**src/bmx_pkg.sv**
```systemverilog
package bmx_pkg;
  localparam logic [7:0] BMX_REG_IDX = 8'h17;
  localparam logic [9:0] BMX_REG_ADDR = 10'h05C;
  localparam int BMX_REG_W = 24;
  localparam logic [23:0] BMX_RST = 24'h30_0040;
  localparam logic [23:0] BMX_WMASK = 24'h3F_3F73;
  localparam int POS_ISO_B = 21;
  localparam int NEG_ISO_B = 20;
  localparam int POS_CAL_L = 18;
  localparam int NEG_CAL_L = 16;
  localparam int CG_MODE_L = 12;
  localparam int BIST_EN_B = 11;
  localparam int RNOM_L = 8;
  localparam int RMOD_L = 4;
  localparam int FREQ_L = 0;
  localparam int DIV_BASE_EXP = 13;
  localparam int DIV_STEP_EXP = 2;
  localparam int DIV_CNT_W = 19;
  localparam logic [1:0] CAL_NONE = 2'h0;
  localparam logic [1:0] CAL_MID = 2'h1;
  localparam logic [1:0] CAL_VPOS = 2'h2;
  localparam logic [1:0] CAL_VNEG = 2'h3;
  localparam logic [2:0] RNOM_EXTRA_MIN = 3'h3;
  localparam logic [2:0] RMOD_RSVD = 3'h3;

  typedef struct packed {
    logic pos_isolated;
    logic neg_isolated;
    logic [1:0] pos_cal_route;
    logic [1:0] neg_cal_route;
    logic [1:0] current_generator_mode;
    logic selftest_active;
    logic drive_isolate_open;
    logic drive_to_input_closed;
    logic lead_bias_high_r;
    logic [7:0] nominal_switches;
    logic [2:0] modulation_switches;
    logic selftest_toggle;
  } bmx_ctrl_t;
endpackage

```
**src/bmx_mux_cfg.sv**
```systemverilog
`timescale 1ns/1ns
`default_nettype none
// What this block does
// - read/write config register at index 0x17
// - bit 21 isolates positive input, resets 1
// - bit 20 isolates negative input, resets 1
// - bits 19:18 positive calibration source, reset 00
// - bits 17:16 negative calibration source, reset 00
// - calibration voltage codes need cal enable set
// - bits 13:12 current generator mode, reset 00
// - bit 11 enables resistance self-test, reset 0
// - self-test only while cal enable clear
// - self-test opens drive, joins drive to inputs
// - self-test applies high-value lead bias resistors
// - bits 10:8 nominal resistance, reset 000
// - nominal codes 011+ engage extra switches
// - bits 6:4 modulated resistance, reset 100
// - bits 1:0 toggle divide 2^13..2^19
// - toggle square wave has half duty
// - toggle follows selected master clock rate
module bmx_mux_cfg (
  // clock and reset
  input wire logic sys_clk,
  input wire logic rst_n,
  // avalon-mm slave
  input wire logic [9:0] avs_address,
  input wire logic avs_read,
  input wire logic avs_write,
  input wire logic [31:0] avs_writedata,
  input wire logic [3:0] avs_byteenable,
  output logic [31:0] avs_readdata,
  output logic avs_waitrequest,
  output logic avs_response_err,
  // neighbouring configuration
  input wire logic cal_voltage_enable,
  input wire logic mstr_tick,
  // analog front end controls
  output bmx_pkg::bmx_ctrl_t ctrl
);
  logic [23:0] cfg_r, cfg_nxt;
  logic [31:0] rdata_r, rdata_nxt;
  logic ack_r, ack_nxt;
  logic err_r, err_nxt;
  logic hit;
  logic [23:0] bemask;
  logic bist_run;
  logic toggle;
  logic [1:0] pos_sel, neg_sel;
  logic [2:0] rnom, rmod;

  assign hit = avs_address == bmx_pkg::BMX_REG_ADDR;
  assign bemask = {{8{avs_byteenable[2]}}, {8{avs_byteenable[1]}},
    {8{avs_byteenable[0]}}};

  // one wait cycle per access keeps read data registered
  always_comb begin
    cfg_nxt = cfg_r;
    rdata_nxt = rdata_r;
    ack_nxt = 1'b0;
    err_nxt = 1'b0;
    if ((avs_read || avs_write) && !ack_r) begin
      ack_nxt = 1'b1;
      err_nxt = !hit;
      if (avs_read) begin
        rdata_nxt = hit ? {8'h00, cfg_r} : 32'h0000_0000;
      end
    end
    // the write lands on the completing edge, as the master sees it
    if (avs_write && ack_r && hit) begin
      cfg_nxt = (cfg_r & ~(bemask & bmx_pkg::BMX_WMASK)) |
        (avs_writedata[23:0] & bemask & bmx_pkg::BMX_WMASK);
    end
  end

  always_ff @(posedge sys_clk or negedge rst_n) begin
    if (!rst_n) begin
      cfg_r <= bmx_pkg::BMX_RST;
      rdata_r <= 32'h0000_0000;
      ack_r <= 1'b0;
      err_r <= 1'b0;
    end else begin
      cfg_r <= cfg_nxt;
      rdata_r <= rdata_nxt;
      ack_r <= ack_nxt;
      err_r <= err_nxt;
    end
  end

  assign avs_waitrequest = (avs_read || avs_write) && !ack_r;
  assign avs_readdata = rdata_r;
  assign avs_response_err = err_r;

  assign pos_sel = cfg_r[bmx_pkg::POS_CAL_L +: 2];
  assign neg_sel = cfg_r[bmx_pkg::NEG_CAL_L +: 2];
  assign rnom = cfg_r[bmx_pkg::RNOM_L +: 3];
  assign rmod = cfg_r[bmx_pkg::RMOD_L +: 3];
  // self-test is blocked while the cal voltage is on
  assign bist_run = cfg_r[bmx_pkg::BIST_EN_B] && !cal_voltage_enable;

  bmx_toggle_gen #(
    .CNT_W(bmx_pkg::DIV_CNT_W)
  ) u_tog (
    .sys_clk(sys_clk),
    .rst_n(rst_n),
    .run(bist_run),
    .mstr_tick(mstr_tick),
    .freq_sel(cfg_r[bmx_pkg::FREQ_L +: 2]),
    .toggle(toggle)
  );

  always_comb begin
    ctrl = '0;
    ctrl.pos_isolated = cfg_r[bmx_pkg::POS_ISO_B];
    ctrl.neg_isolated = cfg_r[bmx_pkg::NEG_ISO_B];
    // voltage codes fall back to none without cal enable
    ctrl.pos_cal_route = (pos_sel[1] && !cal_voltage_enable) ?
      bmx_pkg::CAL_NONE : pos_sel;
    ctrl.neg_cal_route = (neg_sel[1] && !cal_voltage_enable) ?
      bmx_pkg::CAL_NONE : neg_sel;
    ctrl.current_generator_mode = cfg_r[bmx_pkg::CG_MODE_L +: 2];
    ctrl.selftest_active = bist_run;
    ctrl.drive_isolate_open = bist_run;
    ctrl.drive_to_input_closed = bist_run;
    ctrl.lead_bias_high_r = bist_run;
    if (bist_run) begin
      ctrl.nominal_switches = 8'h01 << rnom;
      // extra nominal switches only take modulation codes 000 and 001
      if (!rmod[2] && rmod != bmx_pkg::RMOD_RSVD &&
          !(rnom >= bmx_pkg::RNOM_EXTRA_MIN && rmod[1])) begin
        ctrl.modulation_switches = {3{toggle}} &
          (3'h1 << rmod[1:0]);
      end
    end
    ctrl.selftest_toggle = toggle;
  end

  property p_rst_val;
    @(posedge sys_clk)
    $rose(rst_n) |-> cfg_r == bmx_pkg::BMX_RST;
  endproperty
  a_rst_val: assert property (p_rst_val) else $error("reset value");
  property p_write;
    @(posedge sys_clk) disable iff (!rst_n)
    avs_write && !avs_waitrequest && hit && avs_byteenable[2:0] == 3'h7
    |=> cfg_r == ($past(avs_writedata[23:0]) & bmx_pkg::BMX_WMASK);
  endproperty
  a_write: assert property (p_write) else $error("write lost");
  property p_unused;
    @(posedge sys_clk) disable iff (!rst_n)
    (cfg_r & ~bmx_pkg::BMX_WMASK) == 24'h00_0000;
  endproperty
  a_unused: assert property (p_unused) else $error("spare bit set");
  property p_pos_iso;
    @(posedge sys_clk) disable iff (!rst_n)
    ctrl.pos_isolated == cfg_r[bmx_pkg::POS_ISO_B] &&
    ctrl.neg_isolated == cfg_r[bmx_pkg::NEG_ISO_B];
  endproperty
  a_pos_iso: assert property (p_pos_iso) else $error("isolation");
  property p_cal_gate;
    @(posedge sys_clk) disable iff (!rst_n)
    !cal_voltage_enable |-> !ctrl.pos_cal_route[1] && !ctrl.neg_cal_route[1];
  endproperty
  a_cal_gate: assert property (p_cal_gate) else $error("cal gate");
  property p_bist_block;
    @(posedge sys_clk) disable iff (!rst_n)
    cal_voltage_enable |-> !ctrl.selftest_active && !ctrl.selftest_toggle;
  endproperty
  a_bist_block: assert property (p_bist_block) else $error("bist");
  property p_bist_sw;
    @(posedge sys_clk) disable iff (!rst_n)
    ctrl.selftest_active == (ctrl.drive_isolate_open &&
      ctrl.drive_to_input_closed && ctrl.lead_bias_high_r);
  endproperty
  a_bist_sw: assert property (p_bist_sw) else $error("bist switches");
  property p_nomod;
    @(posedge sys_clk) disable iff (!rst_n)
    rmod[2] || (rnom >= bmx_pkg::RNOM_EXTRA_MIN && rmod[1])
    |-> ctrl.modulation_switches == 3'h0;
  endproperty
  a_nomod: assert property (p_nomod) else $error("modulation");
  property p_tog_stable;
    @(posedge sys_clk) disable iff (!rst_n)
    bist_run && !mstr_tick && $stable(bist_run) && $stable(cfg_r)
    |=> !$stable(cfg_r) || !$stable(bist_run) || $stable(toggle);
  endproperty
  a_tog_stable: assert property (p_tog_stable) else $error("toggle");
  c_write: cover property (@(posedge sys_clk) avs_write && !avs_waitrequest);
  c_read: cover property (@(posedge sys_clk) avs_read && !avs_waitrequest);
  c_bist: cover property (@(posedge sys_clk) $rose(ctrl.selftest_active));
endmodule // bmx_mux_cfg
`default_nettype wire

```
**src/bmx_toggle_gen.sv**
```systemverilog
`timescale 1ns/1ns
`default_nettype none
module bmx_toggle_gen #(
  parameter int CNT_W = bmx_pkg::DIV_CNT_W
) (
  // clock and reset
  input wire logic sys_clk,
  input wire logic rst_n,
  // control
  input wire logic run,
  input wire logic mstr_tick,
  input wire logic [1:0] freq_sel,
  // output
  output logic toggle
);
  logic [CNT_W-1:0] cnt_r, cnt_nxt;
  logic [4:0] half_bit;

  // half period is the bit below the divide exponent
  always_comb begin
    half_bit = 5'(bmx_pkg::DIV_BASE_EXP - 1 +
      bmx_pkg::DIV_STEP_EXP * int'(freq_sel));
    cnt_nxt = cnt_r;
    if (!run) begin
      cnt_nxt = '0;
    end else if (mstr_tick) begin
      cnt_nxt = cnt_r + 1'b1;
    end
  end

  always_ff @(posedge sys_clk or negedge rst_n) begin
    if (!rst_n) begin
      cnt_r <= '0;
    end else begin
      cnt_r <= cnt_nxt;
    end
  end

  // one counter bit is a square wave of exactly half duty
  assign toggle = run & cnt_r[half_bit];
endmodule // bmx_toggle_gen
`default_nettype wire

```
**config.mk**
```make
export PLATFORM = sky130hd
export DESIGN_NAME = bmx_mux_cfg
export DESIGN_NICKNAME = d
export VERILOG_FILES = /design/src/bmx_pkg.sv /design/src/bmx_mux_cfg.sv /design/src/bmx_toggle_gen.sv
export SDC_FILE = /design/constraint.sdc
export NUM_CORES = 1
export LEC_CHECK = 0
export CORE_UTILIZATION = 55
export DETAILED_ROUTE_END_ITERATION = 8
export DONT_BUFFER_PORTS = 1
export PLACE_DENSITY_LB_ADDON = 0.25
export SYNTH_ARGS = -nofsm -noshare
export SYNTH_HDL_FRONTEND = slang
export SYNTH_SLANG_ARGS = --single-unit
export TNS_END_PERCENT = 10
```
**constraint.sdc**
```tcl
create_clock -name sys_clk -period 3.2 [get_ports sys_clk]
set_input_delay 0.8 -clock sys_clk [delete_from_list [all_inputs] [get_ports sys_clk]]
set_output_delay 0.8 -clock sys_clk [all_outputs]
set_load 0.005 [all_outputs]
```
### Word-level counts from Yosys, hierarchy flattened

Index checks and enable logic that the tools add are counted.
W data, S select, Z words.

* add/subtract/negate cells: 2
* multipliers: 0
* divide/modulo/power cells: 0
* order comparisons: 2
* equal/unequal tests: 3
* shift operators: 2
* multiplexer cells: 11
* bitwise gates (word level): 6
* reductions and logical operators: 16

Operator list (count)
* $mux W19: 2
* $and A24 B24 Y24: 1
* $mux W24: 1
* $not A22 Y24: 1
* $or A24 B22 Y24: 1
* $and A22 B22 Y22: 1
* $add A19 B1 Y19 const B: 1
* $mux W11: 1
* $eq A10 B7 Y1 const B: 1
* $logic_and A1 B1 Y1: 9
* $shl A1 B3 Y8 const A: 1
* $lt A5 B6 Y1 const B: 1
* $add A4 B3 Y5 const A: 1
* $bmux W1 S5: 1
* $logic_not A1 Y1: 5
* $mux W2: 2
* $and A3 B3 Y3: 1
* $ge A3 B2 Y1 const B: 1
* $mux W1: 3
* $mux W3: 1
* $ne A3 B2 Y1 const B: 1
* $shl A1 B2 Y3 const A: 1
* $ne A2 B2 Y1 const B: 1
* $reduce_and A2 Y1: 1
* 2 further kinds: 2

* flip-flop bits (word level): 77
* bits in latches: 0
* RAM bits: 0
* memory bits (read-only): 0
* input bits: 52
* output and inout bits: 58
* logic and storage cells: 47
* memories kept: 0

### Longest topological paths before layout

Gate-level depths: netlist of the first run.

* depth in word-level cells: 7
* depth in mapped cells: 6
* depth with buffers taken out: 6

### Hierarchy

Synthesis of the first run repeated with hierarchy kept, for this count alone.

* cells, all modules: 278
* area total of the unflattened synthesis: 2904.0 um^2

By module, submodules not included
* bmx_mux_cfg: times used 1, cells an instance 175, area each 1886.8 um^2, seq. area each 904.6 um^2
* bmx_toggle_gen: times used 1, cells an instance 103, area each 1017.2 um^2, seq. area each 475.5 um^2

### Worst setup path before layout of the first run

OpenSTA, ideal clock, no wires.

* path kind: input-to-output
* from: input port cal_voltage_enable
* to: output port ctrl[2] in the netlist's numbering
* data arrival time: 1.567 ns
* data required time: 2.400 ns
* path slack: 0.833 ns
* cell stages on the path: 5
* buffers on the path: 0
* path through: inv_1 > nand2_1 > inv_1 > nand2_1 > nor4b_1

RTL lines
* from (decl): line bmx_mux_cfg.sv:35 `input wire logic cal_voltage_enable,`
* to (decl): line bmx_mux_cfg.sv:38 `output bmx_pkg::bmx_ctrl_t ctrl`

==> results of run 1 <==
[cell usage after synthesis (2+ instances only)]
cell / instances / area, um2
nand3_1: 6 / 30.0
a22o_1: 17 / 149
buf_4: 24 / 180
or3_1: 4 / 25.0
nand2b_1: 3 / 18.8
clkbuf_1: 4 / 15.0
dfrtp_1: 52 / 1300
xor2_1: 7 / 61.3
or4_1: 2 / 15.0
mux2_2: 17 / 191
and4_1: 4 / 35.0
and2_1: 2 / 12.5
a21boi_0: 2 / 15.0
nor3_1: 6 / 30.0
xnor2_1: 3 / 26.3
dfstp_2: 3 / 78.8
nor2_1: 20 / 75.1
o21ai_0: 5 / 25.0
and3_1: 3 / 18.8
a21oi_1: 4 / 20.0
nand2_1: 13 / 48.8
inv_1: 3 / 11.3
nor4_1: 2 / 12.5
nand4_1: 8 / 50.1
buf_2: 3 / 15.0
nand4bb_1: 2 / 22.5
[layer usage]
layer / track usage, % / wire length [um] / share of wire (%)
met1: 27.1 / 2120 / 46
met2: 29.7 / 2090 / 45
met3: 4.42 / 348 / 7.5
met4: 8.00 / 77 / 1.7
met5: 0 / 0 / 0
[per-stage QoR]
stage / area, um2 / utilization (%)
2_1_floorplan: 2660 / -
3_3_place_gp: 2530 / 56.9
3_5_place_dp: 2530 / 56.9
4_1_cts: 2630 / 59.3
5_1_grt: 2630 / 59.3
6_report: 2630 / 59.3
[where the power goes]
group,internal (mW),total (mW),switching [mW]
Combinational,0.00520,0.0185,0.0133
Sequential,0.699,0.703,0.00397
Clock,0.234,0.441,0.207
Total,0.938,1.16,0.224
[layout make-up]
type                    instances  area, um2
clock inverters                 1       30.0
inverters                       3       11.3
multi-input cells             156       1060
fillers                       373       1810
well taps                      52       65.1
clock buffers                   7       76.3
repair buffers                  2       15.0
flip-flops and latches         55       1380
[worst max path at each step]
stage | start | cells past startpoint | endpoint | slack [ns]
finish | cal_voltage_enable | 5 | ctrl[2] | 0.73
global route | cal_voltage_enable | 5 | ctrl[2] | 0.61
CTS | cal_voltage_enable | 5 | ctrl[2] | 0.74
detailed placement | cal_voltage_enable | 5 | ctrl[2] | 0.75
global placement | cal_voltage_enable | 5 | ctrl[2] | 0.77
floorplan | cal_voltage_enable | 5 | ctrl[2] | 0.83
[kinds of logic after synthesis]
kind of cell	synth area share, %
other	0.144
AND/OR/NAND/NOR	16.6
flip-flops	52.9
XOR/XNOR	3.36
adder cells (fa/ha/maj)	0.480
AO/OA/AOI/OAI	9.26
multiplexers	8.58
buffers and inverters	8.63
==> summary.md, run 1 <==
| Metric | Value |
|---|---|
| Status | finished, violations left |
| Failing checks | DRC |
| Critical Path, Cell by Cell | inv_1, nand2_1, inv_1, nand2_1, nor4b_1 |
| Placed Instances | 268 |
| Worst-Margin Slew | 0.688 ns |
| Post-synth EDFFs | 0 |
| Port buffer count | 0 |
| Avg Inst Size Synth | 11.2 um2 |
| Rel. slew slack | 54.1% |
| Vias | 1679 |
| R2r worst-path depth | 4 |
| Final hold violations | 0 |
| Remaining Overflow, GRT | 0 |
| Synth cell types | 39 |
| CTS Buf Count | 5 |
| HP Class | input port to async pin |
| Max-cap viol count | 0 |
| Final net count | 276 |
| Worst reg2reg endpoint | u_tog.cnt_r[17] |
| #FFs+latches synth | 55 |
| P&R area growth vs syn | 0.959% |
| CP arrival | 1.67 ns |
| DIE AREA | 5020 um2 |
| Remaining DRCs | 12 |
| Dpl ws | 0.748 ns |
| CTS tree | yes |
| Total power | 1.16 mW |
| Synth warn | 0 |
| First-pass GRT wire length | 7500 um |
| Worst setup margin | 0.730 ns |
| Worst-Skew Late Latency | 0.30 ns |
| Sink Count | 55 |
| Ports | 110 |
| Share of layout cells above drive strength 1 | 13.4% |
| Vias per cell | 6.08 |
| FMAX | 405 MHz |
| Commonest non-fill, non-tap cell in the layout | dfrtp_1 |
| Critical Path Slowest Stage Cell | nor4b_1 |
| Flop2flop setup slack | 1.44 ns |
| Asr flop ratio synth | 100% |
| Main synth FF type | dfrtp_1 |
| Root buffer cell | clkbuf_8 |
| Routed WL | 4640 um |
| RSZ-0062 raised after global routing | no |
| Core Box Area | 4440 um2 |
| Most frequent cells in the layout | dfrtp_1 (52), nor2_1 (20), a22o_1 (17), mux2_2 (17), conb_1 (15) |
| Initial antenna violation count | 0 |
| Vias in the first global route | 1535 |
| Crit-path max FO | 7 |
| # diodes | 0 |
| Min Clock Period, post-route | 2.47 ns |
| Pwr per Cell Area | 441 nW/um2 |
| Initial DRC count | 92 |
| Critical Path Max Stage Delay | 0.39 ns |
| Worst setup EP type | output port |
| Critical path's top delay family | simple AND/OR/NAND/NOR gates |
| GP Congestion | 0.763 |
| Post-Syn Area | 2610 um2 |
| Clock skew | 0.0107 ns |
| DRT Pass-1 Iters | 9 |
| Hold slack final | 0.178 ns |
| Final setup fails | 0 |
| CP Launch Type | input port |
| FP Rows | 24 |
| CP Data Required Time | 2.40 ns |
| Die Y | 70.9 um |
| Crit path buffers/inverters | 2 |
| Routed Antenna Nets | 0 |
| Initial Util | 58.7% |
| Post-CTS Hold Buffers | 0 |
| GR Util All Layers | 19.4% |
| Post-CTS setup buffers | 0 |
| Post_cts resized | 0 |
| Die width | 70.9 um |
| Period utilization | 77.2% |
| Leak | 1.22 nW |
| Worst R2R Start | u_tog.cnt_r[4] |
| Largest net degree at the start of global routing | 56 |
| Bufs on Longest Clock Path | 2 |
| Slew Limit Fails | 0 |
| Routed len/inst | 16.8 um |
| Synth Instances | 232 |
| Peak supply drop | 0.000296 V |
| Fin cells | 276 |
| Reg clk slew, reported paths | 0.09 ns |
| Dpl hpwl | 3350 um |
| Worst Path Class, Setup | input port to output port |
| Clock H-tree levels | 2 |
| TNS Setup | 0 ns |
| Post-synthesis sequential area ratio | 52.9% |
Power figures use the tool's default switching activity.
==> run 2: changes to the inputs <==
clock period = 2.1 ns   (was 3.2 ns; I/O delays follow)
==> summary.md, run 2 (synthesized netlist as in run 1, its figures left out) <==
| Metric | Value |
|---|---|
| Status | finished, violations left (unchanged) |
| First-pass GRT wire length | 7870 um (was 7500 um) |
| Critical Path Sink | ctrl[2] (unchanged) |
| Routed len/inst | 17.5 um (was 16.8 um) |
| Core Box Area | 4440 um2 (unchanged) |
| Worst reg2reg endpoint | u_tog.cnt_r[12] (was u_tog.cnt_r[17]) |
| Hold slack final | 0.0431 ns (was 0.178 ns) |
| # diodes | 0 (unchanged) |
| Leak | 1.25 nW (was 1.22 nW) |
| CP arrival | 1.49 ns (was 1.67 ns) |
| Root buffer cell | clkbuf_8 (unchanged) |
| Worst-Margin Slew | 0.667 ns (was 0.688 ns) |
| Final net count | 280 (was 276) |
| Commonest non-fill, non-tap cell in the layout | dfrtp_1 (unchanged) |
| Share of layout cells above drive strength 1 | 16.2% (was 13.4%) |
| Vias per cell | 6.13 (was 6.08) |
| Ports | 110 (unchanged) |
| FMAX | 496 MHz |
| Clock skew | 0.00885 ns (was 0.0107 ns) |
| Flop2flop setup slack | 0.37 ns (was 1.44 ns) |
| GP Congestion | 0.783 (was 0.763) |
| Fillcell total | 371 (was 373) |
| Total power | 1.81 mW (was 1.16 mW) |
| Final hold violations | 0 (unchanged) |
| CP Launch Type | flop (was input port) |
| CP Data Required Time | 1.57 ns (was 2.40 ns) |
| Failing checks | DRC (unchanged) |
| Post-CTS setup buffers | 0 (unchanged) |
| GR Util All Layers | 20.9% (was 19.4%) |
| Most frequent cells in the layout | dfrtp_1 (52), nor2_1 (20), a22o_1 (17), mux2_2 (17), conb_1 (15) (unchanged) |
| DIE AREA | 5020 um2 (unchanged) |
| HP Class | input port to async pin (unchanged) |
| Critical Path Max Stage Delay | 0.42 ns (was 0.39 ns) |
| Remaining DRCs | 16 (was 12) |
| P&R area growth vs syn | 3.50% (was 0.959%) |
| Peak supply drop | 0.000436 V (was 0.000296 V) |
| Vias | 1717 (was 1679) |
| Final setup fails | 0 (unchanged) |
| Sw frac | 21.0% (was 19.3%) |
| Crit-path max FO | 3 (was 7) |
| Initial Util | 58.7% (unchanged) |
| Initial antenna violation count | 0 (unchanged) |
| Worst Path Class, Setup | flop to output port (was input port to output port) |
| Logic pwr share | 2.9% (was 1.6%) |
| Fin util | 60.8% (was 59.3%) |
| Min Clock Period, post-route | 2.01 ns |
| Max-cap viol count | 0 (unchanged) |
| DRT Pass-1 Iters | 9 (unchanged) |
| Sink Count | 55 (unchanged) |
| Slew Limit Fails | 0 (unchanged) |
| Reg clk slew, reported paths | 0.10 ns (was 0.09 ns) |
| Worst R2R Start | u_tog.cnt_r[0] (was u_tog.cnt_r[4]) |
| R2r worst-path depth | 5 (was 4) |
| TNS Setup | 0 ns (unchanged) |
| Dpl hpwl | 3430 um (was 3350 um) |
| FP Rows | 24 (unchanged) |
| Vias in the first global route | 1571 (was 1535) |
| RSZ-0062 raised after global routing | yes (was no) |
| Sequential fraction of design power | 59.0% (was 60.5%) |
| Remaining Overflow, GRT | 0 (unchanged) |
| Critical Path Slowest Stage Cell | dfrtp_1 (was nor4b_1) |
| Clock H-tree levels | 2 (unchanged) |
| Critical Path, Cell by Cell | mux4_2, nand2_1, nor4b_2 (was inv_1, nand2_1, inv_1, nand2_1, nor4b_1) |
| Net Sw Power | 0.381 mW (was 0.224 mW) |
| CTS Buf Count | 5 (unchanged) |
| Routed WL | 4910 um (was 4640 um) |
| Port buffer count | 0 (unchanged) |
| Die width | 70.9 um (unchanged) |
| Die Y | 70.9 um (unchanged) |
| Rel. slew slack | 55.5% (was 54.1%) |
| Routed Antenna Nets | 0 (unchanged) |
| Bufs on Longest Clock Path | 2 (unchanged) |
| Clk pwr share | 38.1% (was 37.9%) |
| Worst-Skew Late Latency | 0.31 ns (was 0.30 ns) |
| Initial DRC count | 107 (was 92) |
| CTS tree | yes (unchanged) |
| Largest net degree at the start of global routing | 53 (was 56) |
| P_int | 1.43 mW (was 0.938 mW) |
| Worst setup EP type | output port (unchanged) |
| Period utilization | 95.9% |
| Pwr per Cell Area | 672 nW/um2 (was 441 nW/um2) |
## run 2: cell types whose count changed in the layout (fill, tap and decap cells not counted)
cell and change:
clkbuf_1 -1, nor4b_1 -1, nor4b_2 +1, nor4_2 +1, buf_16 +1, nor4_1 -1
clkinvlp_4 +1, buf_4 +3
## run 2: what timing repair did
action / 4_1_cts / 5_1_grt
gates resized for setup: 1 / 1
hold buffers: 1 / 0
endpoints found under the setup margin: 1 / 1
endpoints found under the hold margin: 52 / 0
## run 2: cell type report
cell class | instances | area [um2] | area share (%)
Multi-Input combinational cell | 156 | 1070 | 39.6
Tap cell | 52 | 65.1 | 2.41
Inverter | 3 | 11.3 | 0.417
Timing Repair Buffer | 6 | 65.1 | 2.41
Sequential cell | 55 | 1380 | 51.1
Clock buffer | 6 | 72.6 | 2.69
Clock inverter | 2 | 37.5 | 1.39
## run 2: worst min path at each step
stage,from,to,slack [ns],cells past startpoint
after floorplan,rst_n,async pin,0.23,0
after global placement,rst_n,u_tog.cnt_r[15],0.23,0
after detailed placement,rst_n,async pin,0.23,0
after CTS,rst_n,async pin,0.04,0
after global routing,rst_n,async pin,0.03,0
final,rst_n,async pin,0.04,0
## run 2: per-layer routing
layer	wire length, um	global-route usage, %	part of all wire (%)
met4	69	11.1	1.4
met5	0	0	0
met3	410	4.56	8.3
met1	2080	28.1	42
met2	2350	31.8	48
## run 2: critical path, delay by kind of cell (launching register included)
family        cells  cell delay (ns)
flops             1             0.42
mux               1             0.37
simple gates      2             0.39
## run 2: power by group through the flow
stage / combinational, mW / clock, mW / sequential (mW)
after floorplan: 0.0461 / 0 / 1.09
after global placement: 0.0279 / 0 / 1.09
after detailed placement: 0.0287 / 0 / 1.09
after CTS: 0.0543 / 0.707 / 1.07
after global routing: 0.0615 / 0.743 / 1.07
final: 0.0525 / 0.691 / 1.07
## run 2: metrics by stage
| step | setup slack [ns] | instance area, um2 | instances |
|---|---|---|---|
| 6_report | 0.0853 | 2700 | 280 |
| 5_1_grt | -0.00911 | 2700 | 280 |
| 4_1_cts | 0.0439 | 2690 | 280 |
| 3_5_place_dp | 0.0754 | 2550 | 271 |
| 3_3_place_gp | 0.0914 | 2550 | 271 |
| 2_1_floorplan | 0.283 | 2660 | 246 |
